==> src/core/ieih_edge.sv <==
/*
 * package of shared constants and types, plus the blanked edge detector
 * for one external interrupt pin.
 * assumes: pin_in is asynchronous; cfg_access comes from logic on clock.
 */

package ieih_pkg;
   // --------------------------------------------------------------
   // sensitivity and vectors
   // --------------------------------------------------------------
   typedef enum logic [1:0] {
      IEIH_SENS_FALL = 2'b00,
      IEIH_SENS_RISE = 2'b01,
      IEIH_SENS_BOTH = 2'b10,
      IEIH_SENS_NONE = 2'b11
   } ieih_sens_t;

   typedef enum logic [0:0] {
      IEIH_ST_IDLE = 1'b0,
      IEIH_ST_SERV = 1'b1
   } ieih_state_t;

   localparam int IEIH_VEC_W = 16;
   // vector values arbitrary
   localparam logic [15:0] IEIH_RESET_VEC = 16'h1000;
   localparam logic [15:0] IEIH_EXT_VEC = 16'h1010;
   localparam logic IEIH_SYNC_RST = 1'b1;
endpackage

`timescale 1ns/10ps

module ieih_edge (
   input wire logic clock,
   input wire logic rst,
   input wire logic pin_in,
   input wire logic cfg_access,
   input wire ieih_pkg::ieih_sens_t sens,
   output logic edge_ff
);
   // --------------------------------------------------------------
   // edge match
   // --------------------------------------------------------------
   function automatic logic edge_hit(input ieih_pkg::ieih_sens_t s, input logic prv,
                                     input logic cur);
      case (s)
         ieih_pkg::IEIH_SENS_FALL: edge_hit = prv & ~cur;
         ieih_pkg::IEIH_SENS_RISE: edge_hit = ~prv & cur;
         ieih_pkg::IEIH_SENS_BOTH: edge_hit = prv ^ cur;
         default: edge_hit = 1'b0;
      endcase
   endfunction

   logic sync1_ff, sync2_ff, prev_ff;
   logic nxt_sync1, nxt_sync2, nxt_prev, nxt_edge, hit;

   // --------------------------------------------------------------
   // synchroniser and detector
   // --------------------------------------------------------------
   always_comb begin
      nxt_sync1 = pin_in;
      nxt_sync2 = sync1_ff;
      nxt_prev = sync2_ff;
      hit = edge_hit(sens, prev_ff, sync2_ff);
      nxt_edge = hit & ~cfg_access;
   end

   always_ff @(posedge clock or posedge rst) begin
      if (rst) begin
         sync1_ff <= ieih_pkg::IEIH_SYNC_RST;
         sync2_ff <= ieih_pkg::IEIH_SYNC_RST;
         prev_ff <= ieih_pkg::IEIH_SYNC_RST;
         edge_ff <= 1'b0;
      end else begin
         sync1_ff <= nxt_sync1;
         sync2_ff <= nxt_sync2;
         prev_ff <= nxt_prev;
         edge_ff <= nxt_edge;
      end
   end
endmodule

==> src/core/ieih_ctrl.sv <==
/*
 * external interrupt controller: one pin source, flag, request to the
 * cpu core, vector supply, and the documented hazards.
 * assumes: all inputs but ext_pin come from logic on clock; the cpu core
 * keeps the software sequences that avoid the hazards.
 */
// What this block does
// - config register access blanks edge detection for each clock cycle that port_cfg_access is high.
// - an edge during the blanked cycle is lost, no request raised.
// - request arriving during flags restore yields reset vector, not source vector.
// - request active while its flag is cleared gives unwanted reset.
// - clearing the source enable never gives an unwanted reset.

`timescale 1ns/10ps

module ieih_ctrl #(
   parameter logic [15:0] RESET_VEC = ieih_pkg::IEIH_RESET_VEC,
   parameter logic [15:0] EXT_VEC = ieih_pkg::IEIH_EXT_VEC
) (
   input wire logic clock,
   input wire logic rst,
   input wire logic ext_pin,
   input wire logic port_cfg_access,
   input wire ieih_pkg::ieih_sens_t pin_sense,
   input wire logic src_enable,
   input wire logic global_mask,
   input wire logic flag_clear,
   input wire logic flags_pop_active,
   input wire logic cpu_ack,
   input wire logic service_return,
   output logic irq_req_ff,
   output logic [15:0] vector_ff,
   output logic vector_valid_ff,
   output logic unwanted_rst_ff,
   output logic flag_ff,
   output logic in_service_ff
);
   // --------------------------------------------------------------
   // edge detector
   // --------------------------------------------------------------
   logic edge_ff;

   ieih_edge u_edge (
      .clock(clock),
      .rst(rst),
      .pin_in(ext_pin),
      .cfg_access(port_cfg_access),
      .sens(pin_sense),
      .edge_ff(edge_ff)
   );

   // --------------------------------------------------------------
   // flag, request and service state
   // --------------------------------------------------------------
   ieih_pkg::ieih_state_t state_ff, nxt_state;
   logic lost_src_ff, nxt_lost_src;
   logic nxt_flag, nxt_irq, nxt_valid, nxt_unwanted, nxt_in_service;
   logic [15:0] nxt_vector;
   logic active;

   always_comb begin
      nxt_state = state_ff;
      nxt_flag = edge_ff | (flag_ff & ~flag_clear);
      active = flag_ff & src_enable & ~global_mask;
      nxt_irq = 1'b0;
      nxt_lost_src = lost_src_ff;
      nxt_vector = vector_ff;
      nxt_valid = 1'b0;
      // only the flag clear can hit; the enable bit has no path here
      nxt_unwanted = 1'b0;
      case (state_ff)
         ieih_pkg::IEIH_ST_IDLE: begin
            nxt_irq = active & ~cpu_ack;
            if (flag_clear && irq_req_ff) begin
               nxt_unwanted = 1'b1;
            end
            if (nxt_irq && !irq_req_ff && flags_pop_active) begin
               nxt_lost_src = 1'b1;
            end
            if (cpu_ack) begin
               nxt_vector = lost_src_ff ? RESET_VEC : EXT_VEC;
               nxt_valid = 1'b1;
               nxt_lost_src = 1'b0;
               nxt_state = ieih_pkg::IEIH_ST_SERV;
            end
         end
         ieih_pkg::IEIH_ST_SERV: begin
            if (service_return) begin
               nxt_state = ieih_pkg::IEIH_ST_IDLE;
            end
         end
         default: begin
            nxt_state = ieih_pkg::IEIH_ST_IDLE;
         end
      endcase
      nxt_in_service = (nxt_state == ieih_pkg::IEIH_ST_SERV);
   end

   always_ff @(posedge clock or posedge rst) begin
      if (rst) begin
         state_ff <= ieih_pkg::IEIH_ST_IDLE;
         flag_ff <= 1'b0;
         irq_req_ff <= 1'b0;
         lost_src_ff <= 1'b0;
         vector_ff <= 16'h0000;
         vector_valid_ff <= 1'b0;
         unwanted_rst_ff <= 1'b0;
         in_service_ff <= 1'b0;
      end else begin
         state_ff <= nxt_state;
         flag_ff <= nxt_flag;
         irq_req_ff <= nxt_irq;
         lost_src_ff <= nxt_lost_src;
         vector_ff <= nxt_vector;
         vector_valid_ff <= nxt_valid;
         unwanted_rst_ff <= nxt_unwanted;
         in_service_ff <= nxt_in_service;
      end
   end
endmodule

==> config.mk <==
export PLATFORM = sky130hd
export DESIGN_NAME = ieih_ctrl
export DESIGN_NICKNAME = d
export VERILOG_FILES = /design/src/core/ieih_edge.sv /design/src/core/ieih_ctrl.sv
export SDC_FILE = /design/constraint.sdc
export NUM_CORES = 1
export LEC_CHECK = 0
export BUFFER_PORTS_ARGS = -buffer_cell sky130_fd_sc_hd__clkbuf_2
export CAP_MARGIN = 40
export CORE_MARGIN = 5
export CORE_UTILIZATION = 40
export CTS_CLUSTER_DIAMETER = 80
export DETAILED_ROUTE_END_ITERATION = 16
export PLACE_DENSITY = 0.72
export SKIP_CTS_REPAIR_TIMING = 1
export SYNTH_ARGS = -nofsm -noshare
export SYNTH_HDL_FRONTEND = slang
export SYNTH_SLANG_ARGS = --single-unit
==> constraint.sdc <==
create_clock -name clock -period 1.6 [get_ports clock]
set_input_delay 0 -clock clock [delete_from_list [all_inputs] [get_ports clock]]
set_output_delay 0 -clock clock [all_outputs]
set_load 0.01 [all_outputs]
==> flow_metrics.py <==
metrics = {
    "critical_path": {
        "crit_arrival_ns": 1.50,
        "rrSetupSlack_ns": 0.28,
        "slowest_stage": "dfstp_2",
        "cp.required_ns": 1.78,
        "worstReg2RegStart": "u_edge.nxt_prev",
        "max_stage_delay_ns": 0.55,
        "cp-start-kind": "flip-flop",
        "r2r_end": "u_edge.edge_ff",
        "worst-path-max-fanout": 3,
        "critPathKind": "reg -> reg",
        "worstPathCellList": "inv_1 > ha_1 > nor2b_1 > nor3_1 > a211oi_1",
        "end_kind": "flip-flop",
        "reg2regPathDepth": 5,
    },
    "sta": {
        "hold_viol": 0,
        "fin_tns_setup_ns": 0,
        "finalCritPeriodShare_pct": 82.3,
        "period_minus_slack_ns": 1.32,
        "finalSetupViolations": 0,
        "fmax_mhz": 759,
        "slew_viol_final": 0,
        "rsz0062_at_grt": "no",
        "fin_worst_skew_ns": 0.00380,
    },
    "layout": {
        "diodes": 0,
        "syn2layout_area_growth_pct": 26.6,
        "nets": 92,
        "final_layout_size_suffix_gt1_share_pct": 35.1,
    },
    "route": {
        "drtIter0Drc": 8,
        "viasPerCell": 4.15,
        "wl_per_cell_um": 10.4,
        "totalWireLength_um": 953,
        "drcViolationCount": 0,
        "ant_nets": 0,
        "dr.pass1.iters": 4,
        "route.vias.total": 382,
    },
    "power": {
        "p_int_uw": 512,
        "power_uw": 684,
        "seqPwrFrac_pct": 50.2,
        "clkPwrFrac_pct": 35.3,
        "p_sw_share_pct": 25.2,
        "power_frac_comb_pct": 14.5,
        "p_leak_uw": 0.000390,
        "power_switching_uw": 172,
        "ir_worst_vdd_mv": 0.475,
        "p_per_area_mw_per_mm2": 964,
    },
    "clock_tree": {
        "cts_tree": "built",
        "max-clock-path-buffers": 2,
        "cts-root-buf": "clkbuf_4",
        "htree_levels": 1,
        "clkSlewWorstSetupHoldPaths_ns": 0.07,
        "clock_latency_ns": 0.27,
        "numCtsBuffers": 3,
        "clkSinkCount": 12,
    },
    "hold_path": {
        "holdPathEnd": "lost_src_ff",
        "hold_path_depth": 2,
        "hold_class": "in -> reg",
        "min_from": "flags_pop_active",
    },
    "synthesis": {
        "syn_area_per_cell_um2": 11.2,
        "syn_area_um2": 561,
        "netlist_instances": 50,
        "ys_types": 17,
        "yosys.area.top_type": "dfrtp_1",
        "yosys_warnings": 0,
        "synth_most_common_cell": "buf_4",
        "synth_edf_count": 0,
        "ys_seq_area_share_pct": 54.2,
        "synthFlopType": "dfrtp_1",
        "synth.area.top_cells": "dfrtp_1 (40%), buf_4 (19%), dfstp_2 (14%), ha_1 (4.5%), inv_1 (4.0%)",
        "ys_ff_latch": 12,
        "synth_top_area_share_pct": 40.2,
        "synthArstFlopShare_pct": 100,
        "synth_commonest_cells": "buf_4 (14), dfrtp_1 (9), inv_1 (6)",
    },
    "global_route": {
        "grt_start_max_net_pins": 13,
        "grt_usage_pct": 9.31,
        "gr-total-overflow": 0,
        "antenna_found_initial": 0,
        "grt_pass1_vias": 342,
        "grt_pass1_wl_mm": 1.37,
    },
    "run": {
        "maxCapViolCount": 0,
    },
    "floorplanning": {
        "num_io_pins": 33,
        "start_util_pct": 42.5,
        "die_h_um": 47.4,
        "coreArea_mm2": 0.00132,
        "num_rows": 13,
        "fp.dieW_um": 47.4,
        "die_area_mm2": 0.00225,
    },
    "placement": {
        "gp_congestion": 0.717,
        "post-dp-hpwl_um": 740,
        "port_buffers": 18,
    },
    "outcome": {
        "outcome": "complete, no violations",
    },
}
[through the flow]
stage	cell area [um^2]	hold slack [ns]	std cells	setup slack, ns	utilization (%)
2_1_floorplan	609	-0.137	63	0.350	-
3_3_place_gp	613	0.00778	82	0.327	46.5
3_5_place_dp	613	0.0114	82	0.275	46.5
4_1_cts	649	-0.288	86	0.268	49.3
5_1_grt	709	0.000841	92	0.165	53.8
6_report	709	0.00297	92	0.283	53.8
[worst max-delay path: cells and delay by family, from the launching register on]
family	cells	cell delay [ns]
AOI/OAI and AO/OA	1	0.19
and+or+nand+nor	2	0.17
DFF	1	0.55
buffers and inverters	1	0.04
adders and majority gates	1	0.28
[sequential cells by signal, indices dropped and copies added (netlist names)]
register,count
flag_ff,1
lost_src_ff,1
unwanted_rst_ff,1
u_edge.prev_ff,1
irq_req_ff,1
vector_valid_ff,1
state_ff,1
u_edge.nxt_sync2,1
u_edge.edge_ff,1
u_edge.nxt_prev,1
vector_ff,2
[area by class of cell]
cell class | count | area (um^2)
multi-input cells | 31 | 178
fillers | 127 | 608
repair buffers | 24 | 150
well taps | 15 | 18.8
inverters | 6 | 22.5
clock buffers | 4 | 36.3
flip-flops and latches | 12 | 304
[worst max-delay path by stage]
stage	from	end	slack, ns	cells after the start
floorplan	u_edge.nxt_prev	u_edge.edge_ff	0.35	5
finish	u_edge.nxt_prev	u_edge.edge_ff	0.28	5
global placement	u_edge.nxt_prev	u_edge.edge_ff	0.33	5
detailed placement	u_edge.nxt_prev	u_edge.edge_ff	0.27	5
CTS	u_edge.nxt_prev	u_edge.edge_ff	0.27	5
global route	u_edge.nxt_prev	u_edge.edge_ff	0.16	5
[metal layers]
| layer | vias to the layer above | GRT usage, % | wire length (um) |
|---|---|---|---|
| met2 | 24 | 15.2 | 421 |
| met1 | 171 | 9.35 | 365 |
| met4 | 0 | 6.63 | 14 |
| met3 | 2 | 4.14 | 150 |
| met5 | - | 0 | 0 |
| li1 | 185 | - | - |
[logic make-up after synthesis]
family,count (synthesis),synth area share (%)
adders and majority gates,2,4.46
DFF,12,54.2
AOI/OAI and AO/OA,5,6.25
buffers and inverters,20,22.8
other,1,0.669
and+or+nand+nor,10,11.6
[power groups by stage]
stage,clock network (uW),registers (uW),logic [uW]
6_report,241,344,99.3
5_1_grt,264,348,114
4_1_cts,249,344,88.6
3_5_place_dp,0,350,88.5
3_3_place_gp,0,349,87.5
2_1_floorplan,0,355,69.6
[layout by cell type (no fill, tap or decap), drive strengths merged, types with 2 or more instances in the layout]
master	instances
clkbuf	22
conb	14
dfrtp	9
dfstp	3
dlygate4sd3	6
ha	2
inv	6
nand2b	3
nor2b	2
nor3	2
Note: power is estimated with default switching activity, not from simulation.
